### config.mk
export PLATFORM = sky130hd
export DESIGN_NAME = ttc_timer
export DESIGN_NICKNAME = d
export VERILOG_FILES = /design/src/logic/ttc_pkg.sv /design/src/logic/ttc_prescaler.sv /design/src/logic/ttc_pin_filter.sv /design/src/logic/ttc_timer.sv
export VERILOG_INCLUDE_DIRS = /design/src /design/src/logic
export SDC_FILE = /design/constraint.sdc
export NUM_CORES = 1
export LEC_CHECK = 0
export BUFFER_PORTS_ARGS = -buffer_cell sky130_fd_sc_hd__buf_2
export CORE_UTILIZATION = 55
export DETAILED_ROUTE_END_ITERATION = 10
export PLACE_DENSITY = 0.73
export SLEW_MARGIN = 20
export SYNTH_ARGS = -nofsm -noshare
export SYNTH_HDL_FRONTEND = slang
export SYNTH_SLANG_ARGS = --single-unit
### constraint.sdc
create_clock -name mclk_i -period 3.9 [get_ports mclk_i]
set_input_delay 0.39 -clock mclk_i [delete_from_list [all_inputs] [get_ports mclk_i]]
set_output_delay 0.39 -clock mclk_i [all_outputs]
set_load 0.02 [all_outputs]
### src/logic/ttc_cfg.svh
// timer/trigger/event counter: offsets, field positions, timing counts
// assumes: included by the design modules
`ifndef TTC_CFG_SVH
`define TTC_CFG_SVH
`define TTC_ADDR_W 4
`define TTC_OFF_CTRL 4'h0
`define TTC_OFF_CMPA_LO 4'h1
`define TTC_OFF_CMPA_HI 4'h2
`define TTC_OFF_CAPB_LO 4'h3
`define TTC_OFF_CAPB_HI 4'h4
`define TTC_OFF_STAT 4'h5
`define TTC_OFF_CNT_LO 4'h6
`define TTC_OFF_CNT_HI 4'h7
`define TTC_OFF_TBASE 4'h8
// control register fields
`define TTC_CTRL_CK_LSB 2
`define TTC_CTRL_START_LSB 4
`define TTC_CTRL_STOPOPP_BIT 6
`define TTC_CTRL_ACAP_BIT 7
`define TTC_CTRL_MODE_LSB 0
`define TTC_CTRL_RESET 8'h00
// prescaler taps, as powers of two of mclk
`define TTC_DIV_SLOW 11
`define TTC_DIV_MID 7
`define TTC_DIV_FAST 3
`define TTC_DIV_LOWPWR 3
`define TTC_PRESC_W 12
// noise filter: reject <= 4 clocks, accept >= 8 clocks
`define TTC_FILT_REJECT 4
`define TTC_FILT_LEN 8
`endif

### src/logic/ttc_pkg.sv
// types shared by the timer/trigger/event counter
// assumes: ttc_cfg.svh on the include path
package ttc_pkg;
  typedef enum logic [1:0] {CK_SLOW, CK_MID, CK_FAST, CK_PIN} ttc_ck_t;
  typedef enum logic [1:0] {ST_STOP, ST_CMD, ST_RISE, ST_FALL} ttc_start_t;
  typedef enum logic [1:0] {MD_FAMILY, MD_WINDOW, MD_PULSE, MD_PPG} ttc_mode_t;
  typedef enum logic [1:0] {RUN_IDLE, RUN_TIMER, RUN_TRIG, RUN_EVENT} ttc_run_t;
  typedef struct packed {
    logic auto_capture_enable;
    logic stop_on_opposite_edge;
    ttc_start_t start_control_field;
    ttc_ck_t source_clock_select;
    ttc_mode_t operating_mode_field;
  } ttc_ctrl_t;
  typedef struct packed {
    logic [3:0] addr;
    logic [7:0] wdata;
    logic wr;
    logic rd;
  } ttc_bus_t;
endpackage : ttc_pkg

### src/logic/ttc_prescaler.sv
// free-running prescaler producing one-cycle tick enables
// assumes: single mclk domain, synchronous reset
`timescale 1ns/1ps
`include "ttc_cfg.svh"
module ttc_prescaler
  import ttc_pkg::*;
(
  // clock and reset
  input wire logic mclk_i,
  input wire logic rst_i,
  // tap choice
  input wire ttc_ck_t sel_i,
  input wire logic tap_sel_i,
  input wire logic low_power_i,
  // tick
  output logic tick_o
);
  typedef struct packed {
    logic [`TTC_PRESC_W-1:0] cnt;
    logic tick;
  } ttc_presc_st_t;
  ttc_presc_st_t s_q, s_d;
  logic [`TTC_PRESC_W:0] nxt;
  logic [`TTC_PRESC_W-1:0] mask;

  always_comb
  begin
    nxt = {1'b0, s_q.cnt} + {{`TTC_PRESC_W{1'b0}}, 1'b1};
    mask = {`TTC_PRESC_W{1'b1}};
    if (low_power_i)
      mask = `TTC_PRESC_W'((1 << `TTC_DIV_LOWPWR) - 1);
    else
    begin
      unique case (sel_i)
        // tap select shortens the slow tap to the low-power rate
        CK_SLOW: mask = tap_sel_i ? `TTC_PRESC_W'((1 << `TTC_DIV_LOWPWR) - 1)
                                  : `TTC_PRESC_W'((1 << `TTC_DIV_SLOW) - 1);
        CK_MID: mask = `TTC_PRESC_W'((1 << `TTC_DIV_MID) - 1);
        CK_FAST: mask = `TTC_PRESC_W'((1 << `TTC_DIV_FAST) - 1);
        CK_PIN: mask = `TTC_PRESC_W'((1 << `TTC_DIV_FAST) - 1);
      endcase
    end
    s_d.cnt = nxt[`TTC_PRESC_W-1:0];
    s_d.tick = ((s_q.cnt & mask) == mask);
  end

  always_ff @(posedge mclk_i)
    if (rst_i)
      s_q <= '0;
    else
      s_q <= s_d;

  assign tick_o = s_q.tick;
endmodule : ttc_prescaler

### src/logic/ttc_pin_filter.sv
// pin synchroniser, noise filter and edge detector
// assumes: asynchronous pin input, single mclk domain
`timescale 1ns/1ps
`include "ttc_cfg.svh"
module ttc_pin_filter
(
  // clock and reset
  input wire logic mclk_i,
  input wire logic rst_i,
  // pin and filter control
  input wire logic pin_i,
  input wire logic bypass_i,
  // filtered level and edges
  output logic level_o,
  output logic rise_o,
  output logic fall_o
);
  typedef struct packed {
    logic s1;
    logic s2;
    logic [3:0] run;
    logic level;
    logic rise;
    logic fall;
  } ttc_filt_st_t;
  ttc_filt_st_t s_q, s_d;

  always_comb
  begin
    s_d = s_q;
    s_d.s1 = pin_i;
    s_d.s2 = s_q.s1;
    s_d.rise = 1'b0;
    s_d.fall = 1'b0;
    if (s_q.s2 == s_q.level)
      s_d.run = 4'h0;
    else if (s_q.run != 4'hf)
      s_d.run = s_q.run + 4'h1;
    // a level must persist for TTC_FILT_LEN clocks; the bypass follows at once
    if (s_q.s2 != s_q.level && (bypass_i ||
        s_q.run >= 4'(`TTC_FILT_LEN - 1)))
    begin
      s_d.level = s_q.s2;
      s_d.rise = s_q.s2;
      s_d.fall = ~s_q.s2;
      s_d.run = 4'h0;
    end
  end

  always_ff @(posedge mclk_i)
    if (rst_i)
      s_q <= '0;
    else
      s_q <= s_d;

  assign level_o = s_q.level;
  assign rise_o = s_q.rise;
  assign fall_o = s_q.fall;
endmodule : ttc_pin_filter

### src/logic/ttc_timer.sv
// 16-bit timer / external-trigger timer / event counter with byte registers
// assumes: software on a plain strobe port; pin is asynchronous
`timescale 1ns/1ps
`include "ttc_cfg.svh"
module ttc_timer
  import ttc_pkg::*;
(
  // clock and reset
  input wire logic mclk_i,
  input wire logic rst_i,
  // register port
  input wire logic [`TTC_ADDR_W-1:0] addr_i,
  input wire logic [7:0] wdata_i,
  input wire logic wr_i,
  input wire logic rd_i,
  output logic [7:0] rdata_o,
  // power state
  input wire logic stop_mode_i,
  input wire logic low_power_i,
  // pin and event
  input wire logic timer_input_pin_i,
  output logic timer_match_interrupt_o
);
  typedef struct packed {
    ttc_ctrl_t ctrl;
    logic prescaler_tap_select;
    logic [7:0] cmpa_lo_stage;
    logic [15:0] cmpa_stage;
    logic cmpa_pending;
    logic [15:0] compare_reg_a;
    logic [15:0] capture_reg_b;
    logic [15:0] cnt;
    logic running;
    logic irq;
    logic match_seen;
    logic [7:0] rdata;
  } ttc_state_t;
  ttc_state_t s_q, s_d;
  logic tick;
  logic pin_level;
  logic pin_rise;
  logic pin_fall;
  logic trig_edge;
  logic opp_edge;
  logic src_tick;
  logic match;
  logic [15:0] cnt_inc;
  logic match_next;
  ttc_run_t run_mode;
  ttc_bus_t bus;

  assign bus = '{addr: addr_i, wdata: wdata_i, wr: wr_i, rd: rd_i};

  ttc_prescaler u_presc (
    .mclk_i(mclk_i),
    .rst_i(rst_i),
    .sel_i(s_q.ctrl.source_clock_select),
    .tap_sel_i(s_q.prescaler_tap_select),
    .low_power_i(low_power_i),
    .tick_o(tick)
  );

  ttc_pin_filter u_filt (
    .mclk_i(mclk_i),
    .rst_i(rst_i),
    .pin_i(timer_input_pin_i),
    .bypass_i(low_power_i),
    .level_o(pin_level),
    .rise_o(pin_rise),
    .fall_o(pin_fall)
  );

  always_comb
  begin
    run_mode = RUN_IDLE;
    if (s_q.ctrl.operating_mode_field == MD_FAMILY &&
        s_q.ctrl.start_control_field != ST_STOP)
    begin
      if (s_q.ctrl.source_clock_select == CK_PIN)
        run_mode = RUN_EVENT;
      else if (s_q.ctrl.start_control_field == ST_CMD)
        run_mode = RUN_TIMER;
      else
        run_mode = RUN_TRIG;
    end
  end

  // falling-edge start codes pick the falling edge as trigger or count edge
  assign trig_edge = (s_q.ctrl.start_control_field == ST_FALL) ? pin_fall
                                                               : pin_rise;
  assign opp_edge = (s_q.ctrl.start_control_field == ST_FALL) ? pin_rise
                                                              : pin_fall;
  assign src_tick = (run_mode == RUN_EVENT) ? trig_edge : tick;
  assign match = (s_q.cnt == s_q.compare_reg_a);
  // timed modes match on the value being counted to, so a compare of n
  // gives a period of n source ticks
  assign cnt_inc = s_q.cnt + 16'h0001;
  assign match_next = (cnt_inc == s_q.compare_reg_a);

  always_comb
  begin
    s_d = s_q;
    s_d.irq = 1'b0;
    s_d.rdata = 8'h00;
    // register writes
    if (bus.wr)
    begin
      unique case (bus.addr)
        `TTC_OFF_CTRL: s_d.ctrl = ttc_ctrl_t'(bus.wdata);
        `TTC_OFF_CMPA_LO: s_d.cmpa_lo_stage = bus.wdata;
        `TTC_OFF_CMPA_HI:
        begin
          s_d.cmpa_stage = {bus.wdata, s_q.cmpa_lo_stage};
          s_d.cmpa_pending = 1'b1;
        end
        `TTC_OFF_TBASE: s_d.prescaler_tap_select = bus.wdata[0];
        default: ;
      endcase
    end
    // register reads, data valid in the next cycle
    if (bus.rd)
    begin
      unique case (bus.addr)
        `TTC_OFF_CTRL: s_d.rdata = s_q.ctrl;
        `TTC_OFF_CMPA_LO: s_d.rdata = s_q.compare_reg_a[7:0];
        `TTC_OFF_CMPA_HI: s_d.rdata = s_q.compare_reg_a[15:8];
        `TTC_OFF_CAPB_LO: s_d.rdata = s_q.capture_reg_b[7:0];
        `TTC_OFF_CAPB_HI: s_d.rdata = s_q.capture_reg_b[15:8];
        `TTC_OFF_STAT: s_d.rdata = {5'h00, pin_level, s_q.cmpa_pending,
                                    s_q.running};
        `TTC_OFF_CNT_LO: s_d.rdata = s_q.cnt[7:0];
        `TTC_OFF_CNT_HI: s_d.rdata = s_q.cnt[15:8];
        `TTC_OFF_TBASE: s_d.rdata = {7'h00, s_q.prescaler_tap_select};
        default: s_d.rdata = 8'h00;
      endcase
    end
    // pending compare value commits on the prescaler tick
    if (s_q.cmpa_pending && tick && !(bus.wr && bus.addr == `TTC_OFF_CMPA_HI))
    begin
      s_d.compare_reg_a = s_q.cmpa_stage;
      s_d.cmpa_pending = 1'b0;
    end

    unique case (run_mode)
      RUN_IDLE:
      begin
        s_d.cnt = 16'h0000;
        s_d.running = 1'b0;
        s_d.match_seen = 1'b0;
      end
      RUN_TIMER:
      begin
        s_d.running = 1'b1;
        if (tick)
        begin
          if (match_next)
          begin
            s_d.cnt = 16'h0000;
            s_d.irq = 1'b1;
          end
          else
            s_d.cnt = cnt_inc;
          if (s_q.ctrl.auto_capture_enable)
            s_d.capture_reg_b = s_q.cnt;
        end
      end
      RUN_TRIG:
      begin
        if (!s_q.running)
        begin
          if (trig_edge)
          begin
            s_d.running = 1'b1;
            s_d.cnt = 16'h0000;
          end
        end
        else if (s_q.ctrl.stop_on_opposite_edge && opp_edge)
        begin
          s_d.running = 1'b0;
          s_d.cnt = 16'h0000;
        end
        else if (tick) // retrigger edges fall through unused
        begin
          if (match_next)
          begin
            s_d.running = 1'b0;
            s_d.cnt = 16'h0000;
            s_d.irq = 1'b1;
          end
          else
            s_d.cnt = cnt_inc;
        end
      end
      RUN_EVENT:
      begin
        s_d.running = 1'b1;
        if (src_tick)
        begin
          s_d.cnt = s_q.cnt + 16'h0001;
          if (s_q.ctrl.auto_capture_enable)
            s_d.capture_reg_b = s_q.cnt;
        end
        else if (opp_edge && match)
        begin
          s_d.cnt = 16'h0000;
          s_d.irq = 1'b1;
        end
      end
    endcase

    // stop power mode overrides software and halts the count
    if (stop_mode_i)
    begin
      s_d.ctrl.start_control_field = ST_STOP;
      s_d.running = 1'b0;
      s_d.cnt = 16'h0000;
    end
  end

  always_ff @(posedge mclk_i)
    if (rst_i)
      s_q <= '0;
    else
      s_q <= s_d;

  assign rdata_o = s_q.rdata;
  assign timer_match_interrupt_o = s_q.irq;
endmodule : ttc_timer

* Word-level counts from Yosys, hierarchy flattened
Cells that the tools add are included.
** Word-level totals
- Register bits after elaboration :: 114
- Bits in latches :: 0
- RAM bits :: 0
- ROM bits :: 0
- Word-level logic and storage cells :: 115
- Memories kept :: 0
** Cells by class
- Add/subtract/negate cells :: 3
- Multiply operators :: 0
- Div/mod/pow operators :: 0
- Magnitude comparators :: 1
- Equal/unequal tests :: 27
- Shifts and indexed selects :: 0
- Multiplexer cells :: 30
- Bitwise operators :: 4
- Reduce and logical (&&, ||, !) cells :: 27
** Operators with widths (count)
- two-way mux 16 bit :: 5
- case mux 8 bit (9 select lines) :: 1
- case mux 17 bit (4 select lines) :: 1
- two-way mux 17 bit :: 3
- case mux 12 bit (3 select lines) :: 1
- equality test 16 bit :: 2
- two-way mux 32 bit :: 1
- case mux 16 bit (2 select lines) :: 1
- two-way mux 18 bit :: 1
- adder 16 x 1 -> 16 bit, second input constant :: 1
- equality test 4 x 3 -> 1 bit, second input constant :: 4
- adder 12 x 1 -> 12 bit, second input constant :: 1
- AND 12 bit :: 1
- equality test 12 bit :: 1
- two-way mux 12 bit :: 1
- two-way mux 11 bit :: 1
- equality test 2 bit, second input constant :: 5
- OR reduction 2 bit :: 5
- two-way mux 1 bit :: 9
- equality test 4 x 2 -> 1 bit, second input constant :: 2
- two-way mux 2 bit :: 4
- AND reduction 2 bit :: 4
- logical AND 1 bit :: 7
- equality test 2 x 1 -> 1 bit, second input constant :: 3
- 22 further kinds :: 27

* Longest topological paths before layout
Gate-level depths: netlist of run 1.
- Depth in word-level cells :: 8
- Mapped depth :: 10
- Mapped depth without buffers :: 8

* Modules after synthesis
Synthesis of run 1 repeated with hierarchy kept, for this count alone.
** Second synthesis, totals
- Cell total of the unflattened synthesis :: 699
- Area total of the unflattened synthesis :: 5810.6 µm²
** By module, submodules not included
- ttc_timer :: times used 1, cells an instance 616, area an instance 4966.0 µm², sequential area each 1841.8 µm²
- ttc_prescaler :: times used 1, cells an instance 55, area an instance 496.7 µm², sequential area each 240.2 µm²
- ttc_pin_filter :: times used 1, cells an instance 28, area an instance 347.8 µm², sequential area each 180.2 µm²

* Least setup slack after synthesis of run 1
Ideal clock, no wire load.
- Path kind :: register -> register
- Start :: register s_q[11] (netlist name)
- End :: register s_q[13] (netlist name)
- Arrival time :: 2730 ps
- Data required time :: 3783 ps
- Slack :: 1053 ps
- Cell stages (with the launch flop) :: 9
- Buffers on the path :: 1
- Period minus slack after synthesis :: 2847 ps
- Cell sequence :: dfxtp_1 -> clkbuf_1 -> nand4_1 -> or4_1 -> xnor2_1 -> a211oi_1 -> nand3_4 -> a221o_1 -> a22o_1
** Between the ends
- Word-level cells in the longest chain between the ends :: 7
** Ends and longest elaborated chain
- start, declared :: line ttc_timer.sv:38 : ttc_state_t s_q, s_d;
- start signal, assigned :: line ttc_timer.sv:222 : s_q <= '0;
- start signal, assigned :: line ttc_timer.sv:224 : s_q <= s_d;
- adder 16 x 1 -> 16 bit :: line ttc_timer.sv:97, ttc_timer.sv:199
- equality test 16 bit :: line ttc_timer.sv:98 : assign match_next = (cnt_inc == s_q.compare_reg_a);
- two-way mux 16 bit :: line ttc_timer.sv:156, ttc_timer.sv:184
- two-way mux 18 bit :: line ttc_timer.sv:182 : else if (tick)
- two-way mux 17 bit :: line ttc_timer.sv:177 : else if (s_q.ctrl.stop_on_opposite_edge && opp_edge)
- two-way mux 17 bit :: line ttc_timer.sv:169 : if (!s_q.running)
- case mux 17 bit (4 select lines) :: line ttc_timer.sv:144 : unique case (run_mode)
Several ways; a longest one is shown, not always the timed one. The select of a mux whose other input is x is not followed.
A chain may end at the register's enable or synchronous reset.

* Final worst setup path of run 1
- Start :: register s_q[11] (netlist name)
- End :: register s_q[21] (netlist name)
The elaborated chain is that of the path after synthesis.

==> results of run 1 <==
[critical path, stage by stage (launching register included)]
cell and delay (ps):
dfxtp_1 510, ha_1 390, nand3_1 190, or4_4 560, xor2_1 180, a2111oi_4 550, nand3_4 200, a22oi_2 490
o21ai_0 180
[routing by layer]
layer  GRT usage (%)  wire length [microns]
met1            37.0                   6500
met2            46.6                   7060
met3            6.70                   1070
met4            11.4                    422
met5               0                      0
[report_power, final]
group          internal [mW]  switching (mW)  total [mW]
clock                  0.992           0.559        1.55
sequential              1.16         0.00659        1.17
combinational         0.0303          0.0629      0.0932
[layout by cell type (no fill, tap or decap), types with 4 or more instances in the layout]
cell type | Yosys | routed
a211oi_1 | 4 | 4
a221oi_1 | 4 | 4
clkbuf_16 | 0 | 16
a221o_1 | 4 | 4
nand4_1 | 7 | 7
nand2b_1 | 7 | 7
a22o_1 | 9 | 9
buf_4 | 10 | 6
or4_1 | 4 | 4
inv_1 | 6 | 6
mux2i_1 | 47 | 47
a21oi_1 | 54 | 54
mux2_2 | 6 | 6
and4_1 | 4 | 4
dfxtp_1 | 113 | 113
nor3_1 | 12 | 12
and3_1 | 11 | 11
xnor2_1 | 18 | 18
nand3_1 | 21 | 21
o31ai_1 | 9 | 9
xor2_1 | 16 | 16
a22oi_1 | 4 | 4
a31oi_1 | 8 | 8
buf_2 | 4 | 27
and2_1 | 6 | 6
nor2b_1 | 11 | 11
nand2_1 | 93 | 93
nor2_1 | 81 | 81
o21ai_0 | 17 | 17
or3_1 | 7 | 7
[how the worst max path moves through the flow]
stage,start,endpoint,slack (ps),cells after the start
global placement,s_q[11],s_q[12],760,8
floorplan,s_q[11],s_q[13],1050,8
CTS,s_q[11],s_q[21],570,8
global route,s_q[11],s_q[15],270,8
finish,s_q[11],s_q[21],490,8
detailed placement,s_q[11],s_q[21],590,8
[registers in the layout, indices dropped and copies added, names as in the netlist]
| signal | cells |
|---|---|
| s_q | 83 |
| u_presc.s_q | 11 |
| rdata_o | 8 |
| u_filt.s_q | 5 |
| timer_match_interrupt_o | 1 |
| u_filt.fall_o | 1 |
| u_filt.level_o | 1 |
| u_filt.rise_o | 1 |
| u_filt.s_d | 1 |
| u_presc.tick_o | 1 |
[area by class of cell]
| class | count | area share [%] |
|---|---|---|
| clock buffer | 20 | 6.76 |
| clock inverter | 12 | 2.45 |
| inverter | 6 | 0.350 |
| multi-input combinational | 513 | 49.9 |
| sequential | 113 | 35.1 |
| tap | 136 | 2.64 |
| timing repair buffer | 33 | 2.80 |
[cells by family after synthesis]
group | after synthesis | synth area share [%]
and+or+nand+nor | 281 | 23.5
muxes | 54 | 9.78
adders and majority gates | 3 | 0.651
buffers and inverters | 65 | 5.10
DFF | 113 | 39.2
xor gates and xnor gates | 35 | 5.57
AOI/OAI and AO/OA | 140 | 16.2
[metrics by stage]
step,hold slack [ps],utilization [%],cells
2_1_floorplan,414,-,691
3_3_place_gp,417,57.2,801
3_5_place_dp,425,57.2,801
4_1_cts,68.5,63.0,833
5_1_grt,82.0,63.0,833
6_report,79.9,63.0,833
==> summary.md, run 1 <==
| Metric | Value |
|---|---|
| Startpoint types | `register` |
| Area taken by multi-input logic gates | `3210 sq um` |
| Share of the synthesized area in the top cell type | `39.2%` |
| Vias in the first global route | `4688` |
| Most frequent cell after synthesis | `dfxtp_1` |
| Starting DRT DRC Count | `495` |
| Sink Count | `113` |
| Synthesized area | `5770 sq um` |
| Final hold violation count | `0` |
| Hold Path End | `u_filt.s_d[7]` |
| Crit path DAT | `3790 ps` |
| Final setup viols | `0` |
| Pre-CTS WS | `590 ps` |
| Crit Reg-Reg Endpoint | `s_q[21]` |
| RSZ-0062 raised after global routing | `no` |
| Placer congestion estimate | `0.924` |
| Outcome | `finished, final reports clean` |
| Final Max Tran Viols | `0` |
| Total negative setup slack | `0 ps` |
| Synthesized instance count | `691` |
| Final Worst Setup Slack | `489 ps` |
| Kind of critical path | `reg -> reg` |
| Ys flop type | `dfxtp_1` |
| Hold Startpoint | `timer_input_pin_i` |
| Hpwl dp | `10400 microns` |
| Core Area | `10200 sq um` |
| CTS tree | `done` |
| Max Clk Rate | `293 MHz` |
| Routed WL | `15100 microns` |
| Grt total ovfl | `0` |
| Crit end category | `register` |
| CTS Buf Count | `17` |
| Dpl cell area | `5850 sq um` |
| Root Buffer | `clkbuf_8` |
| Initial DRT Pass Iterations | `5` |
| Worst ir drop on vdd | `0.409 mV` |
| First-pass GRT wire length | `24200 microns` |
| Actual slew at the worst max-slew pin | `1170 ps` |
| Post-cts resize count | `0` |
| Hold Path Class | `in -> reg` |
| Port bufs | `27` |
| Critical Path RT | `4280 ps` |
| Total power draw | `2.82 mW` |
| Clock transition at path regs | `60 ps` |
| Syn_area_per_cell | `8.35 sq um` |
| Area delta synth->final | `11.6%` |
| Die Span X | `104 microns` |
| Starting Density | `56.4%` |
| MaxCap Viol Count | `0` |
| CP max FO | `10` |
| P per Cell Area | `437 nW/um^2` |
| Register-to-register setup slack | `490 ps` |
| Synth unique cells | `64` |
| Synth Register Bits | `113` |
| Vias per cell | `6.01` |
| Largest cells by area after synthesis | `dfxtp_1, mux2i_1, nand2_1` |
| Part of the cycle the worst path needs | `87.5%` |
| Register Area | `2260 sq um` |
| Via Count | `5004` |
| Clock latency at the later pin of the worst-skew pair | `520 ps` |
| Antenna violations before repair | `0` |
| # hold bufs at CTS | `0` |
| Share of cells above drive strength 1 | `11.3%` |
| Fin nets | `706` |
| Register area share after synthesis | `39.2%` |
| Die Area | `10900 sq um` |
| Total track usage | `28.8%` |
| I/O pin total | `28` |
| Leakage | `2.50 nW` |
| Post-CTS Setup Bufs | `0` |
| Drt wl/cell | `18.1 microns` |
| Tmin final | `3410 ps` |
| Ant diodes | `0` |
| Clk_skew | `8.82 ps` |
| Synth async-reset ratio | `0%` |
| Yosys warning total | `0` |
| Fill cell count | `893` |
| Reg2reg start | `s_q[11]` |
| Longest Clk Path Bufs | `2` |
| EDFF count, synth | `0` |
| DRT antenna net count | `0` |
| Chip Height | `104 microns` |
| R2R depth | `8` |
| # DRC | `0` |
| Relative slew slack | `22.1%` |
| Largest net degree at the start of global routing | `87` |
| Post-route cell area | `6440 sq um` |
| Post-synth top area cell | `dfxtp_1` |
| Hold depth | `2` |
| H-Tree Depth | `4` |
| Mapped Nets | `713` |
| Most frequent cells after synthesis | `dfxtp_1, nand2_1, nor2_1, a21oi_1, mux2i_1` |
| Row cnt | `37` |
(Power assumes the default switching activity.)
==> inputs of run 2 (changes only) <==
CORE_UTILIZATION = 61   (was 55)
PLACE_DENSITY = 0.79   (was 0.73)
==> summary.md, run 2 (synthesis results as in run 1) <==
| Metric | Value |
|---|---|
| First-pass GRT wire length | `24100 microns` |
| Hold depth | `2` |
| Total negative setup slack | `0 ps` |
| Hpwl dp | `10300 microns` |
| Critical Path RT | `4290 ps` |
| Max reg flops | `83` |
| Final setup viols | `0` |
| Worst ir drop on vdd | `0.353 mV` |
| Longest Clk Path Bufs | `2` |
| Hold Startpoint | `timer_input_pin_i` |
| # DRC | `0` |
| Actual slew at the worst max-slew pin | `970 ps` |
| Starting DRT DRC Count | `501` |
| Post-CTS Setup Bufs | `0` |
| Relative slew slack | `35.4%` |
| Core Area | `9200 sq um` |
| Area delta synth->final | `10.9%` |
| Port bufs | `27` |
| CTS tree | `done` |
| Ant diodes | `0` |
| Total power draw | `2.75 mW` |
| Commonest non-fill, non-tap cells in the layout | `dfxtp_1, nand2_1, nor2_1` |
| RSZ-0062 raised after global routing | `no` |
| Die Span X | `99.3 microns` |
| Most common cell after layout, fill and taps aside | `dfxtp_1` |
| Hold Path End | `u_filt.s_d[7]` |
| I/O pin total | `28` |
| Fill cell count | `716` |
| Clock transition at path regs | `60 ps` |
| # hold bufs at CTS | `0` |
| Starting Density | `62.7%` |
| Crit end category | `register` |
| Drt wl/cell | `18.6 microns` |
| Via Count | `5104` |
| R2R depth | `8` |
| Initial DRT Pass Iterations | `5` |
| Placer congestion estimate | `1.01` |
| Routed WL | `15100 microns` |
| Vias per cell | `6.31` |
| Vias in the first global route | `4870` |
| H-Tree Depth | `4` |
| Clk_skew | `5.50 ps` |
| Die Area | `9850 sq um` |
| DRT antenna net count | `0` |
| Root Buffer | `clkbuf_8` |
| Crit path DAT | `3700 ps` |
| Final Max Tran Viols | `0` |
| Post-cts resize count | `0` |
| Chip Height | `99.3 microns` |
| CP max FO | `9` |
| Largest net degree at the start of global routing | `86` |
| Reg2reg start | `s_q[12]` |
| Total track usage | `31.9%` |
| Kind of critical path | `reg -> reg` |
| MaxCap Viol Count | `0` |
| Max Clk Rate | `302 MHz` |
| Clock latency at the later pin of the worst-skew pair | `520 ps` |
| Antenna violations before repair | `0` |
| Hold Path Class | `in -> reg` |
| Share of cells above drive strength 1 | `11.7%` |
| Leakage | `2.50 nW` |
| Outcome | `finished, final reports clean` |
| Tmin final | `3310 ps` |
| Startpoint types | `register` |
| Pre-CTS WS | `605 ps` |
| Fin nets | `707` |
| CTS Buf Count | `17` |
| Register bank with the most flops | `s_q` |
| Final hold violation count | `0` |
| Register-to-register setup slack | `590 ps` |
| Crit Reg-Reg Endpoint | `s_q[15]` |
| P per Cell Area | `430 nW/um^2` |
| Final Worst Setup Slack | `587 ps` |
| Sink Count | `113` |
| Part of the cycle the worst path needs | `84.9%` |
| Grt total ovfl | `0` |
| Row cnt | `35` |
[run 2: changes by cell type in the layout (fill, tap and decap cells not counted), moves of 2 or more]
cell,previous run,this run
clkbuf_1,2,0
clkinv_4,2,4
inv_6,2,0
inv_8,0,2
[run 2: power breakdown]
part / total [mW] / internal (mW) / leakage (nW) / switching [mW]
registers: 1.17 / 1.16 / 0.912 / 0.00689
clock network: 1.49 / 0.914 / 0.274 / 0.575
logic: 0.0937 / 0.0304 / 1.31 / 0.0633
total: 2.75 / 2.11 / 2.50 / 0.645
[run 2: per-stage QoR]
step / util, % / hold slack [ps] / instances / area (sq um)
after CTS: 69.5 / 87.8 / 808 / 6390
after floorplan: - / 414 / 691 / 5770
final: 69.6 / 93.9 / 809 / 6400
after global placement: 63.3 / 425 / 776 / 5820
after detailed placement: 63.3 / 440 / 776 / 5820
after global routing: 69.6 / 84.8 / 809 / 6400
[run 2: worst max-delay path by stage]
| stage | depth (start not counted) | to | slack, ps | start |
|---|---|---|---|---|
| 4_1_cts | 8 | s_q[15] | 600 | s_q[11] |
| 3_3_place_gp | 8 | s_q[12] | 750 | s_q[11] |
| 6_report | 8 | s_q[15] | 590 | s_q[12] |
| 2_1_floorplan | 8 | s_q[13] | 1050 | s_q[11] |
| 3_5_place_dp | 8 | s_q[15] | 600 | s_q[11] |
| 5_1_grt | 8 | s_q[21] | 370 | s_q[11] |
[run 2: final cells by class]
| type | count | area [sq um] | area share, % |
|---|---|---|---|
| Inverter | 6 | 22.5 | 0.352 |
| Clock buffer | 17 | 414 | 6.47 |
| Timing Repair Buffer | 34 | 188 | 2.93 |
| Sequential cell | 113 | 2260 | 35.3 |
| Multi-Input combinational cell | 513 | 3210 | 50.2 |
| Clock inverter | 15 | 163 | 2.54 |
| Tap cell | 111 | 139 | 2.17 |
[run 2: routing by layer]
metal | vias to the layer above | GRT usage, % | part of all wire, %
li1 | 2415 | - | -
met1 | 2416 | 39.9 | 40
met2 | 214 | 51.3 | 48
met3 | 59 | 7.87 | 8.1
met4 | 0 | 16.2 | 3.6
met5 | - | 0 | 0
[run 2: critical path, stage by stage, from the launching register on]
cell       delay, ps
dfxtp_1          510
ha_1             380
nand3_1          180
or4_4            550
xor2_1           180
a2111oi_4        550
nand3_4          200
a22oi_2          440
o21ai_0          170
